<file path="config.mk">
export PLATFORM = sky130hd
export DESIGN_NAME = five_channel_pwm_timer
export DESIGN_NICKNAME = d
export VERILOG_FILES = /design/src/verilog/five_channel_pwm_timer.v
export VERILOG_INCLUDE_DIRS = /design/src /design/src/verilog
export SDC_FILE = /design/constraint.sdc
export NUM_CORES = 1
export LEC_CHECK = 0
export BUFFER_PORTS_ARGS = -buffer_cell sky130_fd_sc_hd__buf_4
export CAP_MARGIN = 20
export CORE_ASPECT_RATIO = 0.75
export CORE_MARGIN = 1.5
export CORE_UTILIZATION = 35
export CTS_CLUSTER_SIZE = 25
export DETAILED_ROUTE_END_ITERATION = 10
export PLACE_DENSITY = 0.5
export SETUP_SLACK_MARGIN = 0.4
export SYNTH_ARGS = -nofsm -noshare
export SYNTH_HDL_FRONTEND = slang
export SYNTH_SLANG_ARGS = --single-unit
</file>
<file path="constraint.sdc">
create_clock -name clock -period 8.15 [get_ports clock]
set_input_delay 0.815 -clock clock [delete_from_list [all_inputs] [get_ports clock]]
set_output_delay 0.815 -clock clock [all_outputs]
set_load 0.05 [all_outputs]
</file>
<file path="src/verilog/pwm_timer_defines.vh">
`ifndef PWM_TIMER_DEFINES_VH
`define PWM_TIMER_DEFINES_VH

// ----------------------------------------------------------------
// register map (byte addresses)
// ----------------------------------------------------------------
`define ADDR_W            8
`define A_PRESCALER       8'h00
`define A_DIVSEL          8'h04
`define A_CONTROL         8'h08
`define A_IRQ_EN          8'h0C
`define A_TIMER_BASE      8'h10
`define A_TIMER_LAST      8'h5F
`define TIMER_IDX_LSB     4
`define SUB_RELOAD        4'h0
`define SUB_COMPARE       4'h4
`define SUB_OBSERVE       4'h8

// ----------------------------------------------------------------
// prescaler_config fields
// ----------------------------------------------------------------
`define PRE0_LSB          0
`define PRE1_LSB          8
`define DZLEN_LSB         16
`define PRE_W             8

// ----------------------------------------------------------------
// timer_control_bits fields: four bits per timer, then dead zone
// ----------------------------------------------------------------
`define CTL_STRIDE        4
`define CTL_START         0
`define CTL_MANUAL        1
`define CTL_INVERT        2
`define CTL_AUTO          3
`define CTL_DZ_EN         20
`define CTL_W             21

// ----------------------------------------------------------------
// divider_select_config: four bits per timer
// ----------------------------------------------------------------
`define DIV_STRIDE        4
`define DIV_W             20
`define SEL_DIV2          4'h0
`define SEL_DIV4          4'h1
`define SEL_DIV8          4'h2
`define SEL_DIV16         4'h3
`define SEL_EXT           4'h4

// ----------------------------------------------------------------
// reset values
// ----------------------------------------------------------------
`define RST_16            16'h0000
`define RST_32            32'h00000000

`endif
</file>
<file path="src/verilog/five_channel_pwm_timer.v">
// Behaviour
// - five 16-bit down counters; timers 0-3 drive pins, timer 4 internal only.
// - timers 0,1 share 8-bit prescaler; timers 2,3,4 share a second one.
// - each timer picks divide by 2, 4, 8, 16 or external timer clock.
// - tick rate is clock over (prescaler plus one) over selected divider.
// - while manual update is set, buffers are copied into counter and compare latch.
// - at zero with auto-reload, reload counter and compare latch, keep counting.
// - at zero without auto-reload, timer stops with no further counts.
// - interrupt pulse each time counter reaches zero, when enabled for that timer.
// - uninverted output goes high once counter falls to compare latch value.
// - at zero, reload buffer captured into holding register, loaded next tick.
// - clearing start holds the counter value, no reload from buffer.
// - buffer writes during a period only take effect at next reload.
// - reading the reload buffer returns the stored value, not the counter.
// - read-only observation register per timer shows live counter value.
// - with dead zone off, inverter bit flips the output level at once, running or stopped.
// - after start, counting begins within one timer tick.
// - timer 0 has a dead-zone generator for a complementary output pair.
`include "pwm_timer_defines.vh"
`timescale 1ns/1ps
`default_nettype none

module five_channel_pwm_timer #(
  parameter NUM_TIMERS = 5,                    // timer count
  parameter CNT_W      = 16                    // counter width
) (
  input  wire                clock,            // 125 MHz bus clock
  input  wire                nrst,             // async reset, active low
  input  wire [`ADDR_W-1:0]  addr,             // register byte address
  input  wire [31:0]         wr_data,          // write data
  input  wire                wr_stb,           // write strobe
  input  wire                rd_stb,           // read strobe
  output reg  [31:0]         rd_data,          // read data, cycle after rd_stb
  input  wire                external_timer_clock, // asynchronous tick source
  output reg  [3:0]          timer_output_pin, // pwm outputs of timers 0-3
  output reg  [4:0]          irq_pulse         // one-cycle zero-reached requests
);

  // ----------------------------------------------------------------
  // helpers
  // ----------------------------------------------------------------
  // divider hit on the prescaler pulse that ends a 2/4/8/16 group
  function div_hit;
    input [3:0] cnt;
    input [3:0] sel;
    begin
      case (sel)
        `SEL_DIV2:  div_hit = cnt[0];
        `SEL_DIV4:  div_hit = &cnt[1:0];
        `SEL_DIV8:  div_hit = &cnt[2:0];
        default:    div_hit = &cnt;
      endcase
    end
  endfunction

  // true when addr selects register sub inside the timer block starting at blk
  function reg_hit;
    input [`ADDR_W-1:0] a;
    input [`ADDR_W-1:0] blk;
    input [3:0]         sub;
    begin
      reg_hit = (a == blk + {4'h0, sub});
    end
  endfunction

  // ----------------------------------------------------------------
  // software registers
  // ----------------------------------------------------------------
  reg  [23:0]           prescaler_config_q;
  reg  [`DIV_W-1:0]     divider_select_config_q;
  reg  [`CTL_W-1:0]     timer_control_bits_q;
  reg  [4:0]            irq_enable_q;

  always @(posedge clock or negedge nrst) begin
    if (!nrst) begin
      prescaler_config_q      <= 24'h000000;
      divider_select_config_q <= 20'h00000;
      timer_control_bits_q    <= 21'h000000;
      irq_enable_q            <= 5'h00;
    end else if (wr_stb) begin
      if (addr == `A_PRESCALER) begin
        prescaler_config_q <= wr_data[23:0];
      end else if (addr == `A_DIVSEL) begin
        divider_select_config_q <= wr_data[`DIV_W-1:0];
      end else if (addr == `A_CONTROL) begin
        timer_control_bits_q <= wr_data[`CTL_W-1:0];
      end else if (addr == `A_IRQ_EN) begin
        irq_enable_q <= wr_data[4:0];
      end
    end
  end

  wire [`PRE_W-1:0] pre0_val = prescaler_config_q[`PRE0_LSB +: `PRE_W];
  wire [`PRE_W-1:0] pre1_val = prescaler_config_q[`PRE1_LSB +: `PRE_W];
  wire [`PRE_W-1:0] dz_len   = prescaler_config_q[`DZLEN_LSB +: `PRE_W];
  wire              dz_en    = timer_control_bits_q[`CTL_DZ_EN];

  // ----------------------------------------------------------------
  // prescalers
  // ----------------------------------------------------------------
  reg  [`PRE_W-1:0] pre0_cnt_q;
  reg  [`PRE_W-1:0] pre1_cnt_q;
  wire              pre0_tick = (pre0_cnt_q == pre0_val);
  wire              pre1_tick = (pre1_cnt_q == pre1_val);

  // a lowered value while the count is above it wraps through zero once
  always @(posedge clock or negedge nrst) begin
    if (!nrst) begin
      pre0_cnt_q <= 8'h00;
      pre1_cnt_q <= 8'h00;
    end else begin
      pre0_cnt_q <= pre0_tick ? 8'h00 : pre0_cnt_q + 8'h01;
      pre1_cnt_q <= pre1_tick ? 8'h00 : pre1_cnt_q + 8'h01;
    end
  end

  // ----------------------------------------------------------------
  // external clock synchroniser and edge detect
  // ----------------------------------------------------------------
  // jitter of up to one bus clock on each external edge is inherent
  reg ext_meta_q;
  reg ext_sync_q;
  reg ext_prev_q;

  always @(posedge clock or negedge nrst) begin
    if (!nrst) begin
      ext_meta_q <= 1'b0;
      ext_sync_q <= 1'b0;
      ext_prev_q <= 1'b0;
    end else begin
      ext_meta_q <= external_timer_clock;
      ext_sync_q <= ext_meta_q;
      ext_prev_q <= ext_sync_q;
    end
  end

  wire ext_rise = ext_sync_q & ~ext_prev_q;

  // ----------------------------------------------------------------
  // timer channels
  // ----------------------------------------------------------------
  wire [CNT_W*NUM_TIMERS-1:0] reload_all;
  wire [CNT_W*NUM_TIMERS-1:0] compare_all;
  wire [CNT_W*NUM_TIMERS-1:0] counter_all;
  wire [NUM_TIMERS-1:0]       level_all;
  wire [NUM_TIMERS-1:0]       zero_all;
  wire [NUM_TIMERS-1:0]       tick_all;

  genvar g;
  generate
    for (g = 0; g < NUM_TIMERS; g = g + 1) begin : chan
      // genvar arithmetic is 32 bits wide; only the low address bits pick a block
      wire [31:0]        base_full = `A_TIMER_BASE + (g << `TIMER_IDX_LSB);
      wire [`ADDR_W-1:0] base      = base_full[`ADDR_W-1:0];
      wire [3:0]  sel    = divider_select_config_q[g*`DIV_STRIDE +: `DIV_STRIDE];
      wire        start  = timer_control_bits_q[g*`CTL_STRIDE + `CTL_START];
      wire        manual = timer_control_bits_q[g*`CTL_STRIDE + `CTL_MANUAL];
      wire        invert = timer_control_bits_q[g*`CTL_STRIDE + `CTL_INVERT];
      wire        auto   = timer_control_bits_q[g*`CTL_STRIDE + `CTL_AUTO];
      wire        pre_p  = (g < 2) ? pre0_tick : pre1_tick;

      reg  [3:0]       div_q;
      reg  [CNT_W-1:0] count_reload_buffer_q;
      reg  [CNT_W-1:0] compare_buffer_q;
      reg  [CNT_W-1:0] internal_down_counter_q;
      reg  [CNT_W-1:0] compare_latch_q;
      reg  [CNT_W-1:0] hold_cnt_q;
      reg  [CNT_W-1:0] hold_cmp_q;
      reg              hold_valid_q;
      reg              zero_q;

      wire tick = (sel >= `SEL_EXT) ? ext_rise : (pre_p & div_hit(div_q, sel));
      // manual update overrides counting, so it must not raise a request either
      wire reach_zero = start & ~manual & tick & (internal_down_counter_q == 16'h0001);

      always @(posedge clock or negedge nrst) begin
        if (!nrst) begin
          div_q <= 4'h0;
        end else if (pre_p) begin
          div_q <= div_q + 4'h1;
        end
      end

      always @(posedge clock or negedge nrst) begin
        if (!nrst) begin
          count_reload_buffer_q <= `RST_16;
          compare_buffer_q      <= `RST_16;
        end else if (wr_stb) begin
          if (reg_hit(addr, base, `SUB_RELOAD)) begin
            count_reload_buffer_q <= wr_data[CNT_W-1:0];
          end else if (reg_hit(addr, base, `SUB_COMPARE)) begin
            compare_buffer_q <= wr_data[CNT_W-1:0];
          end
        end
      end

      always @(posedge clock or negedge nrst) begin
        if (!nrst) begin
          internal_down_counter_q <= `RST_16;
          compare_latch_q         <= `RST_16;
          hold_cnt_q              <= `RST_16;
          hold_cmp_q              <= `RST_16;
          hold_valid_q            <= 1'b0;
          zero_q                  <= 1'b0;
        end else begin
          zero_q <= reach_zero;
          if (manual) begin
            internal_down_counter_q <= count_reload_buffer_q;
            compare_latch_q         <= compare_buffer_q;
            hold_valid_q            <= 1'b0;
          end else if (start & tick) begin
            if (internal_down_counter_q != 16'h0000) begin
              internal_down_counter_q <= internal_down_counter_q - 16'h0001;
              if (reach_zero & auto) begin
                hold_cnt_q   <= count_reload_buffer_q;
                hold_cmp_q   <= compare_buffer_q;
                hold_valid_q <= 1'b1;
              end
            end else if (auto) begin
              // reload tick is the period's last one
              internal_down_counter_q <= hold_valid_q ? hold_cnt_q
                                                      : count_reload_buffer_q;
              compare_latch_q <= hold_valid_q ? hold_cmp_q : compare_buffer_q;
              hold_valid_q    <= 1'b0;
            end
            // zero without auto-reload: counter stays at zero
          end
        end
      end

      assign reload_all[g*CNT_W +: CNT_W]  = count_reload_buffer_q;
      assign compare_all[g*CNT_W +: CNT_W] = compare_buffer_q;
      assign counter_all[g*CNT_W +: CNT_W] = internal_down_counter_q;
      assign level_all[g] = (internal_down_counter_q <= compare_latch_q) ^ invert;
      assign zero_all[g]  = zero_q;
      assign tick_all[g]  = tick;
    end
  endgenerate

  // ----------------------------------------------------------------
  // dead zone for timer 0 pair
  // ----------------------------------------------------------------
  // both outputs stay low for dz_len timer 0 ticks after each edge
  reg       dz_prev_q;
  reg [7:0] dz_cnt_q;
  wire      dz_done = (dz_cnt_q == 8'h00);

  always @(posedge clock or negedge nrst) begin
    if (!nrst) begin
      dz_prev_q <= 1'b0;
      dz_cnt_q  <= 8'h00;
    end else begin
      dz_prev_q <= level_all[0];
      if (level_all[0] != dz_prev_q) begin
        dz_cnt_q <= dz_len;
      end else if (tick_all[0] && !dz_done) begin
        dz_cnt_q <= dz_cnt_q - 8'h01;
      end
    end
  end

  // ----------------------------------------------------------------
  // output pins and interrupt pulses
  // ----------------------------------------------------------------
  // pulses only, no sticky status: a request that software misses is lost
  always @(posedge clock or negedge nrst) begin
    if (!nrst) begin
      timer_output_pin <= 4'h0;
      irq_pulse        <= 5'h00;
    end else begin
      timer_output_pin[0] <= dz_en ? (level_all[0] & dz_done & (level_all[0] == dz_prev_q))
                                   : level_all[0];
      timer_output_pin[1] <= dz_en ? (~level_all[0] & dz_done & (level_all[0] == dz_prev_q))
                                   : level_all[1];
      timer_output_pin[3:2] <= level_all[3:2];
      irq_pulse <= zero_all & irq_enable_q;
    end
  end

  // ----------------------------------------------------------------
  // read path
  // ----------------------------------------------------------------
  // observation offsets have no write decode, so writes there are dropped
  reg  [31:0]        rd_d;
  wire [`ADDR_W-1:0] toff = addr - `A_TIMER_BASE;
  wire [2:0]         tidx = toff[6:4];

  always @* begin
    rd_d = `RST_32;
    if (addr == `A_PRESCALER) begin
      rd_d = {8'h00, prescaler_config_q};
    end else if (addr == `A_DIVSEL) begin
      rd_d = {12'h000, divider_select_config_q};
    end else if (addr == `A_CONTROL) begin
      rd_d = {11'h000, timer_control_bits_q};
    end else if (addr == `A_IRQ_EN) begin
      rd_d = {27'h0000000, irq_enable_q};
    end else if (addr >= `A_TIMER_BASE && addr <= `A_TIMER_LAST) begin
      if (toff[3:0] == `SUB_RELOAD) begin
        rd_d = {16'h0000, reload_all[tidx*CNT_W +: CNT_W]};
      end else if (toff[3:0] == `SUB_COMPARE) begin
        rd_d = {16'h0000, compare_all[tidx*CNT_W +: CNT_W]};
      end else if (toff[3:0] == `SUB_OBSERVE) begin
        rd_d = {16'h0000, counter_all[tidx*CNT_W +: CNT_W]};
      end
    end
  end

  always @(posedge clock or negedge nrst) begin
    if (!nrst) begin
      rd_data <= `RST_32;
    end else begin
      rd_data <= rd_stb ? rd_d : `RST_32;
    end
  end

endmodule // five_channel_pwm_timer

`default_nettype wire

</file>
-- Word level (Yosys, flattened, before mapping)
Index checks and enable logic that the tools add are counted.
- add/sub/neg operators: 14
- multipliers: 0
- div/mod/pow operators: 0
- order comparisons: 11
- eq/ne operators: 43
- shifts and indexed selects: 3
- mux-type cells: 95
- bitwise gates (word level): 55
- reductions and logical operators: 79
- operator list (cell ; number):
    2-to-1 mux 16 bit ; 50
    indexed part select 80 x 8 -> 16 bit ; 3
    == test 16 x 1 -> 1 bit (second input constant) ; 5
    nonzero test 16 bit ; 5
    subtractor 16 x 1 -> 16 bit (second input constant) ; 5
    less-or-equal comparator 16 bit ; 4
    AND reduction 3 bit ; 20
    AND reduction 4 bit ; 11
    2-to-1 mux 21 bit ; 2
    AND 1 bit ; 35
    == test 8 x 6 -> 1 bit (second input constant) ; 4
    == test 8 x 7 -> 1 bit (second input constant) ; 4
    2-to-1 mux 1 bit ; 32
    2-to-1 mux 32 bit ; 1
    2-to-1 mux 8 bit ; 4
    AND reduction 2 bit ; 16
    logical NOT 4 bit ; 6
    2-to-1 mux 24 bit ; 1
    adder 4 x 1 -> 4 bit (second input constant) ; 5
    == test 4 x 1 -> 1 bit (second input constant) ; 5
    == test 4 x 2 -> 1 bit (second input constant) ; 5
    greater-or-equal comparator 4 x 3 -> 1 bit (second input constant) ; 5
    nonzero test 2 bit ; 10
    adder 8 x 1 -> 8 bit (second input constant) ; 2
    other kinds (23) ; 60
- flip-flop bits (word level): 617
- latch bits: 0
- bits in writable memories: 0
- memory bits (read-only): 0
- bits of input ports: 45
- logic and storage cells: 357
- memories kept: 0

-- Depth between registers and ports, before layout
- depth after elaboration: 11
- gate-level depth with buffers: 13
- gate-level depth less buffers: 9

-- Worst setup path before layout
No wires, ideal clock.
- path type: input-to-reg
- start point: input port addr[4]
- end point: register rd_data[12]
- setup time: 0.126 ns
- arrival time: 4.128 ns
- setup slack: 3.897 ns
- cell stages on the path: 13
- path buffers: 6
- cells stage by stage: clkbuf_1 > buf_1 > clkbuf_1 > inv_1 > ha_1 > clkbuf_1 > clkbuf_1 > clkbuf_1 > mux4_2 > a22oi_1 > nor2_1 > o21ai_0 > a21oi_1
- longest elaborated chain between the ends: 11
- elaborated cells on any way between the ends: 20
- ends and longest elaborated chain (what ; RTL line ; RTL):
    start: declaration ; five_channel_pwm_timer.v:29 ; input wire [`ADDR_W-1:0] addr,
    subtractor 7 x 5 -> 7 bit (no line) ; n/a ;
    indexed part select 80 x 8 -> 16 bit ; five_channel_pwm_timer.v:304 ; rd_d = {16'h0000, counter_all[tidx*CNT_W +: CNT_W]};
    2-to-1 mux 16 bit ; five_channel_pwm_timer.v:303 ; end else if (toff[3:0] == `SUB_OBSERVE) begin
    2-to-1 mux 16 bit ; five_channel_pwm_timer.v:301 ; end else if (toff[3:0] == `SUB_COMPARE) begin
    2-to-1 mux 16 bit ; five_channel_pwm_timer.v:299 ; if (toff[3:0] == `SUB_RELOAD) begin
    2-to-1 mux 16 bit ; five_channel_pwm_timer.v:298 ; end else if (addr >= `A_TIMER_BASE && addr <= `A_TIMER_LAST) begin
    2-to-1 mux 16 bit ; five_channel_pwm_timer.v:296 ; end else if (addr == `A_IRQ_EN) begin
    2-to-1 mux 21 bit ; five_channel_pwm_timer.v:294 ; end else if (addr == `A_CONTROL) begin
    2-to-1 mux 21 bit ; five_channel_pwm_timer.v:292 ; end else if (addr == `A_DIVSEL) begin
    2-to-1 mux 24 bit (*) ; five_channel_pwm_timer.v:290 ; if (addr == `A_PRESCALER) begin
    2-to-1 mux 32 bit (no line) (*) ; n/a ;
    end signal: assignment ; five_channel_pwm_timer.v:311 ; rd_data <= `RST_32;
    end signal: assignment ; five_channel_pwm_timer.v:313 ; rd_data <= rd_stb ? rd_d : `RST_32;
    end: declaration ; five_channel_pwm_timer.v:33 ; output reg [31:0] rd_data,
Every way passes the cells marked *; elsewhere a longest branch is shown, timed or not.
A chain may end at the register's enable or synchronous reset.

-- Worst setup path after layout
- start point: input port addr[4]
- end point: register rd_data[1]
Same word-level chain as after synthesis.

==> impl_metrics.py <==
metrics = {
    "yosys": {
        "ys_seq_area_share_pct": 48.6,
        "synthArstFlopShare_pct": 100,
        "ys_ff_latch": 609,
        "avgSynthCellArea_um2": 11.3,
        "syn_inst": 2774,
        "ys_types": 77,
        "synth_edf_count": 0,
        "synth_area_um2": 31300,
        "ys.flop_type": "dfrtp_1",
        "synth_warnings": 0,
    },
    "cts": {
        "hold_buffers": 0,
        "clkSinkCount": 609,
        "cts_tree": "done",
        "ctsResizeCount": 0,
        "post_cts.repair.setup_buffers": 0,
        "root_buffer": "clkbuf_16",
        "htree_levels": 3,
        "clk_latency_ns": 0.62,
        "cts_max_path_buffers": 3,
        "cts_buffers": 67,
        "path_clk_slew_ns": 0.06,
    },
    "drt": {
        "vias": 23300,
        "first_iter_violations": 2142,
        "drt_wl_total_mm": 107,
        "wire_per_inst_um": 26.9,
        "first_pass_iters": 6,
        "drtAntennaViolNets": 0,
        "drc": 0,
        "viasPerCell": 5.82,
    },
    "floorplanning": {
        "ios": 86,
        "die-area_um2": 91400,
        "coreArea_um2": 88200,
        "num_rows": 94,
        "start_util_pct": 35.5,
        "die_h_um": 262,
        "die_w_um": 349,
    },
    "finish": {
        "fillers": 8478,
        "fin_nets": 2925,
        "drive_above_1_share_pct": 23.9,
        "area_growth_pct": 12.4,
        "final_cell_mix": "609 x dfrtp_1, 401 x mux2_2, 197 x nor2_1",
        "final_common_cell": "dfrtp_1",
        "fin_util_pct": 39.9,
    },
    "sta": {
        "setup_viol": 0,
        "hold_viol_final": 0,
        "fmax_mhz": 240,
        "drv_slew": 0,
        "rsz0062_at_grt": "no",
        "finClkSkew_ns": 0.0146,
        "post-route-min-period_ns": 4.16,
        "setup_tns_ns": 0,
        "worst_pin_slew_ns": 1.14,
        "relSlewSlack_pct": 23.9,
        "period_share_pct": 51.0,
    },
    "critical_path": {
        "critPathLaunchType": "input pin",
        "critPathKind": "in -> reg",
        "cp_max_fo": 53,
        "r2r_cells": 8,
        "r2r-start": "prescaler_config_q[13]$_DFFE_PN0P_",
        "crit_path_start": "addr[4]",
        "crit_required_ns": 8.69,
        "critPathCaptureType": "flop",
        "r2r_end": "chan[3].hold_cmp_q[11]$_DFFE_PN0P_",
        "cp_data_arrival_time_ns": 4.70,
        "endpoint": "rd_data[1]$_DFF_PN0_",
        "rrSetupSlack_ns": 4.10,
    },
    "power_and_ir_drop": {
        "p_int_uw": 6530,
        "power_density_nw_per_um2": 288,
        "switching_share_pct": 35.6,
        "leakagePower_uw": 0.0163,
        "clockPowerShare_pct": 30.6,
        "p_switching_uw": 3620,
        "combPwrFrac_pct": 27.6,
        "ir_drop_mv": 0.170,
        "seqPwrFrac_pct": 41.8,
    },
    "global_routing": {
        "antenna_found_initial": 7,
        "grt_pass1_wl_mm": 157,
        "grt_overflow": 0,
        "grt_start_max_net_pins": 169,
        "track_usage_pct": 23.4,
        "grt_pass1_vias": 22600,
    },
    "min_path": {
        "worst_hold_path_type": "in -> async",
    },
    "place": {
        "gp_congestion": 0.950,
        "io_buffers": 69,
        "dp.final_hpwl_mm": 77.2,
    },
    "status": {
        "outcome": "finished, final reports clean",
    },
    "flow_run": {
        "drv_cap": 0,
    },
}
## worst min-delay path by stage
stage          slack (ns)            startpoint  cells after the start                                endpoint
2_1_floorplan        0.33  ext_meta_q$_DFF_PN0_                      0                    ext_sync_q$_DFF_PN0_
3_3_place_gp         0.35  ext_meta_q$_DFF_PN0_                      0                    ext_sync_q$_DFF_PN0_
3_5_place_dp         0.34  ext_meta_q$_DFF_PN0_                      0                    ext_sync_q$_DFF_PN0_
4_1_cts              0.28  external_timer_clock                      1                    ext_meta_q$_DFF_PN0_
5_1_grt              0.29                  nrst                      1  chan[3].compare_latch_q[4]$_DFFE_PN0P_
6_report             0.27                  nrst                      1  chan[3].compare_latch_q[4]$_DFFE_PN0P_
## power by group through the flow
stage	Sequential (µW)	Combinational (µW)	Clock, µW
floorplan	3900	2100	0
global placement	4250	2710	0
detailed placement	4260	2790	0
CTS	4210	2810	3170
global route	4290	3150	3300
finish	4240	2810	3100
## cell usage after synthesis (26+ instances only)
library cell,n,area (µm²)
a21oi_1,119,596
a22oi_1,45,338
clkbuf_1,143,537
dfrtp_1,609,15200
ha_1,96,1200
inv_1,102,383
mux2_2,401,4520
mux2i_1,45,450
mux4_2,44,991
nand2_1,117,439
nand3_1,45,225
nand4_1,26,163
nor2_1,197,739
nor3_1,67,335
nor3b_1,31,233
nor4_1,29,181
o21ai_0,105,526
o22a_1,38,333
o22ai_1,64,400
xnor2_1,34,298
xor2_1,63,552
## cell families (layout without fill, tap and decap cells)
group / after synthesis / in the layout / share of synthesized area [%]
and+or+nand+nor: 645 / 645 / 10.4
muxes: 491 / 491 / 19.0
other: 1 / 17 / 0.0120
xor gates and xnor gates: 97 / 97 / 2.71
buffers and inverters: 276 / 328 / 3.46
AOI/OAI and AO/OA: 559 / 559 / 12.0
adders and majority gates: 96 / 96 / 3.83
DFF: 609 / 609 / 48.6
## cell type report
type / instances / area (µm²) / share of cell area [%]
Sequential cell: 609 / 15200 / 43.3
Multi-Input combinational cell: 1896 / 15100 / 42.8
Clock buffer: 105 / 2070 / 5.88
Tap cell: 1152 / 1440 / 4.09
Timing Repair Buffer: 108 / 852 / 2.42
Inverter: 102 / 383 / 1.09
Clock inverter: 13 / 134 / 0.380
Antenna cell: 9 / 22.5 / 0.0639
## flip-flops by register name (all words and copies together), names as in the netlist, 8 cells and up
name and cells:
chan.count_reload_buffer_q 80, chan.internal_down_counter_q 80, chan.hold_cnt_q 80, chan.hold_cmp_q 64
pre1_cnt_q 8, dz_cnt_q 8, timer_control_bits_q 21, divider_select_config_q 20
chan.compare_latch_q 64, chan.div_q 20, pre0_cnt_q 8, chan.compare_buffer_q 80
rd_data 24, prescaler_config_q 24
## routing by layer
layer	part of all wire (%)	GRT usage, %	vias up
met5	0.011	0	-
li1	-	-	10200
met3	7.8	5.00	130
met2	41	32.5	793
met4	2.4	6.07	2
met1	49	36.2	12100
## critical path, cell delays in order
cell and delay, ns:
buf_4 0.74, inv_1 0.31, ha_2 0.41, buf_4 0.61, and3_1 0.26, buf_4 0.40
a22o_1 0.22, a21oi_1 0.08, nor4b_1 0.48, o21ai_0 0.18, a21oi_1 0.15
## per-stage QoR
step / worst slack, ns / cells / power (µW) / hold WS (ns) / instance area (µm²)
finish: 3.99 / 3994 / 10200 / 0.266 / 35200
CTS: 4.05 / 3982 / 10200 / 0.283 / 35200
detailed placement: 3.39 / 3864 / 7050 / 0.344 / 33000
global route: 3.70 / 3985 / 10700 / 0.291 / 35200
floorplan: 3.90 / 2781 / 6000 / 0.331 / 31400
global placement: 3.41 / 3864 / 6960 / 0.346 / 33000
Note: power is estimated with default switching activity, not from simulation.
